File: src/inc/rst_seq_pkg.sv
/*
 reset and wake sequencer package: register offsets, status bit positions,
 reset values and timing constants.
 assumes a 200 MHz core clock and an 8-bit I/O-mapped firmware port.
*/
`default_nettype none
package rst_seq_pkg;
    localparam logic [7:0] WDOG_CLEAR_ADDR = 8'h26;
    localparam logic [7:0] STATUS_CTRL_ADDR = 8'hff;
    localparam int RUN_BIT = 0;
    localparam int SUSPEND_BIT = 3;
    localparam int SUPPLY_FLAG_BIT = 4;
    localparam int TIMEOUT_FLAG_BIT = 6;
    localparam logic [7:0] STATUS_SUPPLY_RESET = 8'h11;
    localparam logic [7:0] STATUS_TIMEOUT_RESET = 8'h41;
    localparam logic [7:0] STATUS_WRITE_MASK = 8'h09;
    localparam logic [7:0] STACK_RESET = 8'h00;
    localparam logic [13:0] RESET_VECTOR = 14'h0000;
    localparam int CLK_MHZ = 200;
    localparam int GUARD_US = 1000;
    localparam int SEMI_US = 95000;
    localparam int TIMEOUT_HOLD_US = 2000;
    localparam int WAKE_US = 1000;
    localparam int WATCH_US = 8000;
    localparam int GUARD_CYC = GUARD_US * CLK_MHZ;
    localparam int SEMI_CYC = SEMI_US * CLK_MHZ;
    localparam int TIMEOUT_HOLD_CYC = TIMEOUT_HOLD_US * CLK_MHZ;
    localparam int WAKE_CYC = WAKE_US * CLK_MHZ;
    localparam int WATCH_CYC = WATCH_US * CLK_MHZ;
    typedef struct packed {
        logic wr;
        logic rd;
        logic [7:0] addr;
        logic [7:0] wdata;
    } io_req_t;
    typedef struct packed {
        logic cpu_run;
        logic core_reset;
        logic clk_on;
        logic fetch_restart;
    } core_ctl_t;
endpackage
`default_nettype wire

File: src/hw/reset_wake_sequencer.sv
/*
 reset, start-up, watchdog and suspend sequencer of the hub controller.
 assumes firmware I/O strobes on the core clock, supply-good and bus
 activity from pins, and a core that obeys the reset and run controls.
*/
`timescale 1ns/1ps
`default_nettype none
// Behaviour
// - either reset restores defaults, clears stacks
// - status bit 4 supply, bit 6 timeout
// - fetch restarts at zero, nothing pushed
// - semi-suspend keeps CPU halted, clocks running
// - supply good starts start-up timer
// - 1 ms guard, then 95 ms wait
// - bus reset ends wait, interrupt pending
// - supply loss restarts whole sequence
// - any write to 0x26 clears watchdog
// - uncleared watchdog rolls over into reset
// - timeout loads 010X0001, holds 2 ms (loads 01000001 here, supply flag bit 4 cleared)
// - timeout clears USB device addresses
// - suspend stops clocks and timers
// - only GPIO irq or bus activity wakes
// - wake after 1 ms oscillator settle
// - resume at next instruction, then interrupts
module reset_wake_sequencer #(
    parameter int GUARD_CYC = rst_seq_pkg::GUARD_CYC,
    parameter int SEMI_CYC = rst_seq_pkg::SEMI_CYC,
    parameter int HOLD_CYC = rst_seq_pkg::TIMEOUT_HOLD_CYC,
    parameter int WAKE_CYC = rst_seq_pkg::WAKE_CYC,
    parameter int WATCH_CYC = rst_seq_pkg::WATCH_CYC
) (
    // clock and reset
    input wire logic core_clk_i,
    input wire logic rst_n_i,
    // supply and bus pins
    input wire logic supply_good_i,
    input wire logic usb_bus_reset_i,
    input wire logic usb_bus_active_i,
    input wire logic gpio_wake_irq_i,
    // firmware I/O port
    input wire rst_seq_pkg::io_req_t io_req_i,
    output logic [7:0] io_rdata_o,
    // core controls
    output var rst_seq_pkg::core_ctl_t core_ctl_o,
    output logic [7:0] call_stack_pointer_o,
    output logic [7:0] data_stack_pointer_o,
    output logic [13:0] pc_load_o,
    output logic usb_addr_clear_o,
    output logic irq_disable_o,
    output logic bus_reset_pending_o
);
    ////////////////////////////////////////////////////////////////////////////
    logic supply_s;
    logic bus_rst_s;
    logic bus_act_s;
    sync3 u_sync_supply (
        .core_clk_i(core_clk_i),
        .rst_n_i(rst_n_i),
        .pin_i(supply_good_i),
        .level_o(supply_s)
    );
    sync3 u_sync_busrst (
        .core_clk_i(core_clk_i),
        .rst_n_i(rst_n_i),
        .pin_i(usb_bus_reset_i),
        .level_o(bus_rst_s)
    );
    sync3 u_sync_busact (
        .core_clk_i(core_clk_i),
        .rst_n_i(rst_n_i),
        .pin_i(usb_bus_active_i),
        .level_o(bus_act_s)
    );
    ////////////////////////////////////////////////////////////////////////////
    typedef enum logic [2:0] {
        ST_SUPPLY_LOW,
        ST_GUARD,
        ST_SEMI,
        ST_RUN,
        ST_TIMEOUT_HOLD,
        ST_SUSPEND,
        ST_WAKE
    } seq_state_t;
    seq_state_t st_q;
    seq_state_t st_d;
    logic [31:0] cnt_q;
    logic [31:0] cnt_d;
    logic [31:0] wd_q;
    logic [31:0] wd_d;
    logic [7:0] stat_q;
    logic [7:0] stat_d;
    logic pend_q;
    logic pend_d;
    logic restart_q;
    logic restart_d;
    logic wr_stat;
    logic wr_wdog;
    logic wd_roll;
    assign wr_stat = io_req_i.wr && (io_req_i.addr == rst_seq_pkg::STATUS_CTRL_ADDR);
    assign wr_wdog = io_req_i.wr && (io_req_i.addr == rst_seq_pkg::WDOG_CLEAR_ADDR);
    assign wd_roll = (st_q == ST_RUN) && (wd_q >= 32'(WATCH_CYC - 1));
    always_comb
    begin
        st_d = st_q;
        cnt_d = cnt_q + 32'h1;
        wd_d = wd_q;
        stat_d = stat_q;
        pend_d = pend_q;
        restart_d = 1'b0;
        case (st_q)
            ST_SUPPLY_LOW:
            begin
                cnt_d = 32'h0;
                stat_d = rst_seq_pkg::STATUS_SUPPLY_RESET;
                pend_d = 1'b0;
                if (supply_s)
                    st_d = ST_GUARD;
            end
            ST_GUARD:
            begin
                if (cnt_q >= 32'(GUARD_CYC - 1))
                begin
                    st_d = ST_SEMI;
                    cnt_d = 32'h0;
                end
            end
            ST_SEMI:
            begin
                if (bus_rst_s || (cnt_q >= 32'(SEMI_CYC - 1)))
                begin
                    st_d = ST_RUN;
                    pend_d = bus_rst_s;
                    restart_d = 1'b1;
                    wd_d = 32'h0;
                end
            end
            ST_RUN:
            begin
                wd_d = wr_wdog ? 32'h0 : wd_q + 32'h1;
                if (wr_stat)
                begin
                    stat_d[rst_seq_pkg::RUN_BIT] = io_req_i.wdata[rst_seq_pkg::RUN_BIT];
                    stat_d[rst_seq_pkg::SUSPEND_BIT] = io_req_i.wdata[rst_seq_pkg::SUSPEND_BIT];
                    if (io_req_i.wdata[rst_seq_pkg::SUSPEND_BIT])
                        st_d = ST_SUSPEND;
                end
                if (wd_roll)
                begin
                    st_d = ST_TIMEOUT_HOLD;
                    cnt_d = 32'h0;
                    stat_d = rst_seq_pkg::STATUS_TIMEOUT_RESET;
                    pend_d = 1'b0;
                end
            end
            ST_TIMEOUT_HOLD:
            begin
                if (cnt_q >= 32'(HOLD_CYC - 1))
                begin
                    st_d = ST_RUN;
                    restart_d = 1'b1;
                    wd_d = 32'h0;
                end
            end
            ST_SUSPEND:
            begin
                cnt_d = 32'h0;
                if (gpio_wake_irq_i || bus_act_s)
                    st_d = ST_WAKE;
            end
            ST_WAKE:
            begin
                if (cnt_q >= 32'(WAKE_CYC - 1))
                begin
                    st_d = ST_RUN;
                    stat_d[rst_seq_pkg::SUSPEND_BIT] = 1'b0;
                    wd_d = 32'h0;
                end
            end
            default:
                st_d = ST_SUPPLY_LOW;
        endcase
        if (!supply_s)
        begin
            st_d = ST_SUPPLY_LOW;
            restart_d = 1'b0;
        end
    end
    always_ff @(posedge core_clk_i or negedge rst_n_i)
    begin
        if (!rst_n_i)
        begin
            st_q <= ST_SUPPLY_LOW;
            cnt_q <= 32'h0;
            wd_q <= 32'h0;
            stat_q <= rst_seq_pkg::STATUS_SUPPLY_RESET;
            pend_q <= 1'b0;
            restart_q <= 1'b0;
        end
        else
        begin
            st_q <= st_d;
            cnt_q <= cnt_d;
            wd_q <= wd_d;
            stat_q <= stat_d;
            pend_q <= pend_d;
            restart_q <= restart_d;
        end
    end
    ////////////////////////////////////////////////////////////////////////////
    logic [7:0] rdata_q;
    logic [7:0] rdata_d;
    always_comb
    begin
        rdata_d = 8'h00;
        if (io_req_i.rd && (io_req_i.addr == rst_seq_pkg::STATUS_CTRL_ADDR))
            rdata_d = stat_q;
    end
    always_ff @(posedge core_clk_i or negedge rst_n_i)
    begin
        if (!rst_n_i)
            rdata_q <= 8'h00;
        else
            rdata_q <= rdata_d;
    end
    logic in_reset;
    assign in_reset = (st_q == ST_SUPPLY_LOW) || (st_q == ST_GUARD) || (st_q == ST_SEMI)
        || (st_q == ST_TIMEOUT_HOLD);
    assign io_rdata_o = rdata_q;
    assign core_ctl_o.cpu_run = (st_q == ST_RUN);
    assign core_ctl_o.core_reset = in_reset;
    assign core_ctl_o.clk_on = (st_q != ST_SUSPEND) && (st_q != ST_SUPPLY_LOW);
    assign core_ctl_o.fetch_restart = restart_q;
    assign call_stack_pointer_o = rst_seq_pkg::STACK_RESET;
    assign data_stack_pointer_o = rst_seq_pkg::STACK_RESET;
    assign pc_load_o = rst_seq_pkg::RESET_VECTOR;
    assign usb_addr_clear_o = in_reset;
    assign irq_disable_o = in_reset;
    assign bus_reset_pending_o = pend_q;
    ////////////////////////////////////////////////////////////////////////////
    a_timeout_flag: assert property (@(posedge core_clk_i) disable iff (!rst_n_i)
        (st_q == ST_TIMEOUT_HOLD) |-> stat_q == 8'h41)
        else $error("timeout status pattern wrong");
    a_supply_flag: assert property (@(posedge core_clk_i) disable iff (!rst_n_i)
        (st_q == ST_GUARD) |-> stat_q[4] && !stat_q[6])
        else $error("supply flag not set");
    a_supply_loss: assert property (@(posedge core_clk_i) disable iff (!rst_n_i)
        !supply_s |=> st_q == ST_SUPPLY_LOW)
        else $error("supply loss ignored");
    a_guard_nobus: assert property (@(posedge core_clk_i) disable iff (!rst_n_i)
        (st_q == ST_GUARD && supply_s && cnt_q < 32'(GUARD_CYC - 1)) |=> st_q == ST_GUARD)
        else $error("guard interval interrupted");
    a_bus_abort: assert property (@(posedge core_clk_i) disable iff (!rst_n_i)
        (st_q == ST_SEMI && bus_rst_s && supply_s)
        |=> st_q == ST_RUN && pend_q && core_ctl_o.fetch_restart)
        else $error("bus reset did not abort wait");
    a_wdog_roll: assert property (@(posedge core_clk_i) disable iff (!rst_n_i)
        (wd_roll && supply_s) |=> st_q == ST_TIMEOUT_HOLD && usb_addr_clear_o)
        else $error("watchdog rollover missed");
    a_wdog_clear: assert property (@(posedge core_clk_i) disable iff (!rst_n_i)
        (st_q == ST_RUN && wr_wdog && !wd_roll && supply_s && !wr_stat) |=> wd_q == 32'h0)
        else $error("watchdog not cleared");
    a_suspend_stop: assert property (@(posedge core_clk_i) disable iff (!rst_n_i)
        (st_q == ST_SUSPEND) |-> !core_ctl_o.clk_on && !core_ctl_o.cpu_run)
        else $error("clock running in suspend");
    a_suspend_wake: assert property (@(posedge core_clk_i) disable iff (!rst_n_i)
        (st_q == ST_SUSPEND && !gpio_wake_irq_i && !bus_act_s && supply_s)
        |=> st_q == ST_SUSPEND)
        else $error("spurious wake");
    a_semi_halt: assert property (@(posedge core_clk_i) disable iff (!rst_n_i)
        (st_q == ST_SEMI) |-> core_ctl_o.clk_on && !core_ctl_o.cpu_run)
        else $error("cpu running in semi-suspend");
    a_guard_start: assert property (@(posedge core_clk_i) disable iff (!rst_n_i)
        (st_q == ST_SUPPLY_LOW && supply_s) |=> st_q == ST_GUARD && cnt_q == 32'h0)
        else $error("start-up timer not started");
    a_semi_hold: assert property (@(posedge core_clk_i) disable iff (!rst_n_i)
        (st_q == ST_SEMI && !bus_rst_s && supply_s && cnt_q < 32'(SEMI_CYC - 1))
        |=> st_q == ST_SEMI)
        else $error("semi-suspend ended early");
    a_semi_end: assert property (@(posedge core_clk_i) disable iff (!rst_n_i)
        (st_q == ST_SEMI && supply_s && cnt_q >= 32'(SEMI_CYC - 1))
        |=> st_q == ST_RUN && core_ctl_o.fetch_restart)
        else $error("semi-suspend did not end");
    a_hold_length: assert property (@(posedge core_clk_i) disable iff (!rst_n_i)
        (st_q == ST_TIMEOUT_HOLD && supply_s && cnt_q < 32'(HOLD_CYC - 1))
        |=> st_q == ST_TIMEOUT_HOLD)
        else $error("timeout reset released early");
    a_hold_end: assert property (@(posedge core_clk_i) disable iff (!rst_n_i)
        (st_q == ST_TIMEOUT_HOLD && supply_s && cnt_q >= 32'(HOLD_CYC - 1))
        |=> core_ctl_o.cpu_run && core_ctl_o.fetch_restart)
        else $error("timeout reset not released");
    a_wake_settle: assert property (@(posedge core_clk_i) disable iff (!rst_n_i)
        (st_q == ST_WAKE && supply_s && cnt_q < 32'(WAKE_CYC - 1))
        |=> st_q == ST_WAKE && core_ctl_o.clk_on && !core_ctl_o.cpu_run)
        else $error("wake settle too short");
    a_wake_resume: assert property (@(posedge core_clk_i) disable iff (!rst_n_i)
        (st_q == ST_WAKE && supply_s && cnt_q >= 32'(WAKE_CYC - 1))
        |=> core_ctl_o.cpu_run && !stat_q[rst_seq_pkg::SUSPEND_BIT])
        else $error("wake did not resume");
    a_wake_norefetch: assert property (@(posedge core_clk_i) disable iff (!rst_n_i)
        (st_q == ST_WAKE) |=> !core_ctl_o.fetch_restart)
        else $error("fetch restarted after wake");
    a_suspend_enter: assert property (@(posedge core_clk_i) disable iff (!rst_n_i)
        (st_q == ST_RUN && wr_stat && io_req_i.wdata[rst_seq_pkg::SUSPEND_BIT] && !wd_roll
        && supply_s) |=> st_q == ST_SUSPEND && stat_q[rst_seq_pkg::SUSPEND_BIT])
        else $error("suspend write ignored");
    a_wdog_frozen: assert property (@(posedge core_clk_i) disable iff (!rst_n_i)
        (st_q == ST_SUSPEND) |=> wd_q == $past(wd_q))
        else $error("watchdog ran in suspend");
    a_wdog_count: assert property (@(posedge core_clk_i) disable iff (!rst_n_i)
        (st_q == ST_RUN && !wr_wdog) |=> wd_q == $past(wd_q) + 32'h1)
        else $error("watchdog not counting");
    a_read_status: assert property (@(posedge core_clk_i) disable iff (!rst_n_i)
        (io_req_i.rd && io_req_i.addr == rst_seq_pkg::STATUS_CTRL_ADDR)
        |=> io_rdata_o == $past(stat_q))
        else $error("status read wrong");
    a_read_other: assert property (@(posedge core_clk_i) disable iff (!rst_n_i)
        (io_req_i.rd && io_req_i.addr != rst_seq_pkg::STATUS_CTRL_ADDR) |=> io_rdata_o == 8'h00)
        else $error("write-only location read back");
    a_supply_reload: assert property (@(posedge core_clk_i) disable iff (!rst_n_i)
        (st_q == ST_SUPPLY_LOW)
        |=> stat_q == rst_seq_pkg::STATUS_SUPPLY_RESET && !bus_reset_pending_o)
        else $error("supply reset did not reload status");
    a_timeout_load: assert property (@(posedge core_clk_i) disable iff (!rst_n_i)
        wd_roll |=> stat_q == rst_seq_pkg::STATUS_TIMEOUT_RESET && !bus_reset_pending_o)
        else $error("timeout did not load status");
    a_status_write: assert property (@(posedge core_clk_i) disable iff (!rst_n_i)
        (st_q == ST_RUN && wr_stat && !wd_roll) |=> stat_q[7:4] == $past(stat_q[7:4])
        && stat_q[rst_seq_pkg::RUN_BIT] == $past(io_req_i.wdata[rst_seq_pkg::RUN_BIT]))
        else $error("status write touched read-only bits");
    a_restart_pulse: assert property (@(posedge core_clk_i) disable iff (!rst_n_i)
        core_ctl_o.fetch_restart |-> core_ctl_o.cpu_run ##1 !core_ctl_o.fetch_restart)
        else $error("fetch restart not a single pulse in run");
    a_reset_outputs: assert property (@(posedge core_clk_i) disable iff (!rst_n_i)
        core_ctl_o.core_reset |-> usb_addr_clear_o && irq_disable_o && !core_ctl_o.cpu_run)
        else $error("reset outputs inconsistent");
    c_bus_abort: cover property (@(posedge core_clk_i) st_q == ST_SEMI ##1 pend_q);
    c_timeout: cover property (@(posedge core_clk_i) st_q == ST_TIMEOUT_HOLD ##1 st_q == ST_RUN);
    c_wake: cover property (@(posedge core_clk_i) st_q == ST_WAKE ##1 st_q == ST_RUN);
    c_startup: cover property (@(posedge core_clk_i) st_q == ST_SEMI ##1 st_q == ST_RUN);
    c_supply_loss: cover property (@(posedge core_clk_i) st_q == ST_RUN ##1 st_q == ST_SUPPLY_LOW);
endmodule
`default_nettype wire

File: src/hw/sync3.sv
/*
 three-stage input synchroniser with agreement filter.
 assumes an asynchronous pin input and a single core clock.
*/
`timescale 1ns/1ps
`default_nettype none
module sync3 (
    // clock and reset
    input wire logic core_clk_i,
    input wire logic rst_n_i,
    // pin and result
    input wire logic pin_i,
    output logic level_o
);
    logic [2:0] sh_q;
    logic [2:0] sh_d;
    logic lvl_q;
    logic lvl_d;
    always_comb
    begin
        sh_d = {sh_q[1:0], pin_i};
        lvl_d = (sh_q[2] == sh_q[1]) ? sh_q[2] : lvl_q;
    end
    always_ff @(posedge core_clk_i or negedge rst_n_i)
    begin
        if (!rst_n_i)
        begin
            sh_q <= 3'h0;
            lvl_q <= 1'b0;
        end
        else
        begin
            sh_q <= sh_d;
            lvl_q <= lvl_d;
        end
    end
    assign level_o = lvl_q;
endmodule
`default_nettype wire

File: config.mk
export PLATFORM = sky130hd
export DESIGN_NAME = reset_wake_sequencer
export DESIGN_NICKNAME = d
export VERILOG_FILES = /design/src/inc/rst_seq_pkg.sv /design/src/hw/reset_wake_sequencer.sv /design/src/hw/sync3.sv
export SDC_FILE = /design/constraint.sdc
export NUM_CORES = 1
export LEC_CHECK = 0
export BUFFER_PORTS_ARGS = -buffer_cell sky130_fd_sc_hd__buf_4
export CAP_MARGIN = 20
export CORE_UTILIZATION = 62
export CTS_CLUSTER_DIAMETER = 30
export DETAILED_ROUTE_END_ITERATION = 8
export MAX_ROUTING_LAYER = met4
export PLACE_DENSITY_LB_ADDON = 0.2
export SETUP_SLACK_MARGIN = 0.15
export SLEW_MARGIN = 5
export SYNTH_ARGS = -nofsm -noshare
export SYNTH_HDL_FRONTEND = slang
export SYNTH_SLANG_ARGS = --single-unit
File: constraint.sdc
create_clock -name core_clk_i -period 5.6 [get_ports core_clk_i]
set_input_delay 1.12 -clock core_clk_i [delete_from_list [all_inputs] [get_ports core_clk_i]]
set_output_delay 1.12 -clock core_clk_i [all_outputs]
set_load 0.005 [all_outputs]
==> impl_metrics.yaml <==
clock_network:
  cts_resized: 0
  cts_htree_levels: 3
  ctsHoldBuffers: 0
  cts.sinks: 90
  postCtsSetupRepairBufs: 0
  cts_buffer_depth: 2
  root_buffer: "clkbuf_8"
  clk_latency_ps: 350
  cts.reportedPaths.clkPinSlew_ps: 80
  cts_tree: "done"
  cts_inserted_buffers: 9
finish:
  diodes: 0
  fillers: 616
  drive_above_1_share: 0.1121
  fin_util: 0.6899
  nets: 601
  syn_to_final_growth_pct: 7.343
logic_synthesis:
  synth_top_area_frac: 0.4411
  async_reset_ff_frac: 1.000
  yosysSeqAreaShare: 0.4516
  yosys.area.top_type: "dfrtp_1"
  ys.flop_type: "dfrtp_1"
  syn_avg_cell_area_um2: 9.011
  synthCells: 554
  netlist_area_um2: 4992
  ys_types: 58
  synth_edf_count: 0
  synth_common_cells: "dfrtp_1, nor2_1, nand2_1"
  yosysWarnings: 0
  synth.most_common_cell: "dfrtp_1"
  synth.ff_latch_count: 90
  netlist_top_cells_area: "dfrtp_1, nor2_1, buf_4"
worst_setup_path:
  slowest_stage: "dfrtp_1"
  crit_chain: "nand2b_1 -> or3b_2 -> buf_4"
  crit_path_end_kind: "primary output"
  ff2ff_setup_slack_ps: 3000
  cp-start-kind: "register"
  cp.arrival_ps: 1930
  worstSetupPathType: "reg -> out"
  worstPathMaxFanout: 15
  cp.required_ps: 4480
  slowest_delay_ps: 600
pwr:
  power_density_nw_per_um2: 226.7
  leakagePower_uw: 0.002172
  p_total_uw: 1215
  vdd_drop_max_uv: 141.6
global_routing:
  grt_overflow_total: 0
  antenna_found_initial: 0
  track_usage: 0.2608
  grt_max_degree: 54
  grt_first_pass_wirelength_um: 17220
  grt_pass1_vias: 3680
die:
  die_area_um2: 8415
  rows: 32
  boundaryPins: 69
  die_h_um: 91.74
  start_util: 0.6427
  core_area_um2: 7767
  die_w_um: 91.74
sta:
  timing.hold.ws_ps: 352.4
  finalCriticalPeriod_ps: 3052
  final.setup.tns_ps: 0
  hold_viol: 0
  max-slew-margin-rel: 0.4409
  max_freq_mhz: 327.6
  setup_ws_ps: 2548
  setup_violations: 0
  skew_ps: 16.56
  min_period_over_period: 0.5451
  worst_pin_slew_ps: 832.3
  rsz0062_at_grt: "no"
  slew_violations: 0
placement:
  post-place-ws_ps: 2570
  gp_congestion: 0.8345
  post-dp-hpwl_um: 6850
  port_buffers: 32
route:
  via_per_inst: 5.908
  remaining_drc_errors: 0
  wl_um: 9957
  route.vias.total: 4029
  dr.pass1.iters: 5
  ant_nets: 0
  drt-initial-drc-count: 248
  wire_per_inst_um: 14.60
min_path:
  hold_path_class: "reg -> reg"
run_status:
  outcome: "complete, no violations"
run:
  cap_viol_max_count: 0
registers in the layout (all words and copies together), names as in the netlist:
signal and flops:
u_sync_busact.sh_q 3, u_sync_supply.level_o 1, stat_q 4, u_sync_busrst.sh_q 3, restart_q 1, u_sync_busrst.level_o 1, wd_q 32, bus_reset_pending_o 1
cnt_q 32, u_sync_busact.level_o 1, u_sync_supply.sh_q 3, st_q 3, io_rdata_o 5
layout make-up:
| cell class | count | area [um2] | share of cell area |
|---|---|---|---|
| multi-input cells | 421 | 2435 | 0.4544 |
| flip-flops and latches | 90 | 2255 | 0.4207 |
| clock inverters | 4 | 51.30 | 0.009573 |
| repair buffers | 37 | 285.3 | 0.05323 |
| inverters | 16 | 60.06 | 0.01121 |
| well taps | 102 | 127.6 | 0.02382 |
| clock buffers | 12 | 145.1 | 0.02708 |
power by group:
part | internal (uW) | switching (uW)
sequential | 661 | 15.7
combinational | 35.2 | 61.3
clock | 219 | 223
critical path, delay by kind of cell, from the launching register on:
| family | cells | cell delay, ps |
|---|---|---|
| flops | 1 | 600 |
| buf+inv | 1 | 150 |
| simple gates | 2 | 830 |
per-layer routing:
layer | share of wire | GRT usage | up-vias | routed length [um]
li1 | - | - | 1966 | -
met1 | 0.49 | 0.3793 | 1911 | 4875
met2 | 0.45 | 0.3791 | 138 | 4436
met3 | 0.049 | 0.03731 | 14 | 489
met4 | 0.016 | 0.08594 | 0 | 155
met5 | 0 | - | - | 0
through the flow:
stage,cell area [um2],std cells
after CTS,5344,681
after global routing,5359,682
after floorplan,5105,584
final,5359,682
after global placement,5147,665
after detailed placement,5147,665
path summary, 6_finish.rpt:
check	from	to	cells past startpoint
max	st_q[2]	core_ctl_o[1]	3
min	u_sync_busact.sh_q[0]	u_sync_busact.sh_q[1]	0
max reg2reg	wd_q[0]	cnt_q[0]	8
min reg2reg	u_sync_busact.sh_q[0]	u_sync_busact.sh_q[1]	0
max in group asynchronous	rst_n_i	wd_q[27]	2
min in group asynchronous	rst_n_i	cnt_q[10]	1
cell families (layout without fill, tap and decap cells):
logic type               after synthesis  count (layout)  synth area share
AND/OR/NAND/NOR                      239             239            0.2406
flip-flops                            90              90            0.4516
adder cells (fa/ha/maj)                5               5           0.01103
multiplexers                           3               3          0.006015
XOR/XNOR                              31              31           0.05439
AO/OA/AOI/OAI                        112             112            0.1516
other                                  1              31         0.0007512
buffers and inverters                 73              69           0.08396
placed cells by master, fill, tap and decap left out, drive strengths merged, types with 7 or more instances in the layout:
| cell | netlist | layout |
|---|---|---|
| a21oi | 17 | 17 |
| a31oi | 33 | 33 |
| and2 | 9 | 9 |
| and4 | 7 | 7 |
| buf | 44 | 37 |
| clkbuf | 13 | 12 |
| conb | 1 | 31 |
| dfrtp | 88 | 88 |
| inv | 16 | 16 |
| nand2 | 47 | 47 |
| nand3 | 22 | 22 |
| nand4 | 20 | 20 |
| nor2 | 77 | 77 |
| nor3 | 18 | 18 |
| nor4 | 10 | 10 |
| o211ai | 7 | 7 |
| o21ai | 21 | 21 |
| o31ai | 7 | 7 |
| xnor2 | 17 | 17 |
| xor2 | 14 | 14 |
No activity file was read; power rests on OpenSTA's default activity.
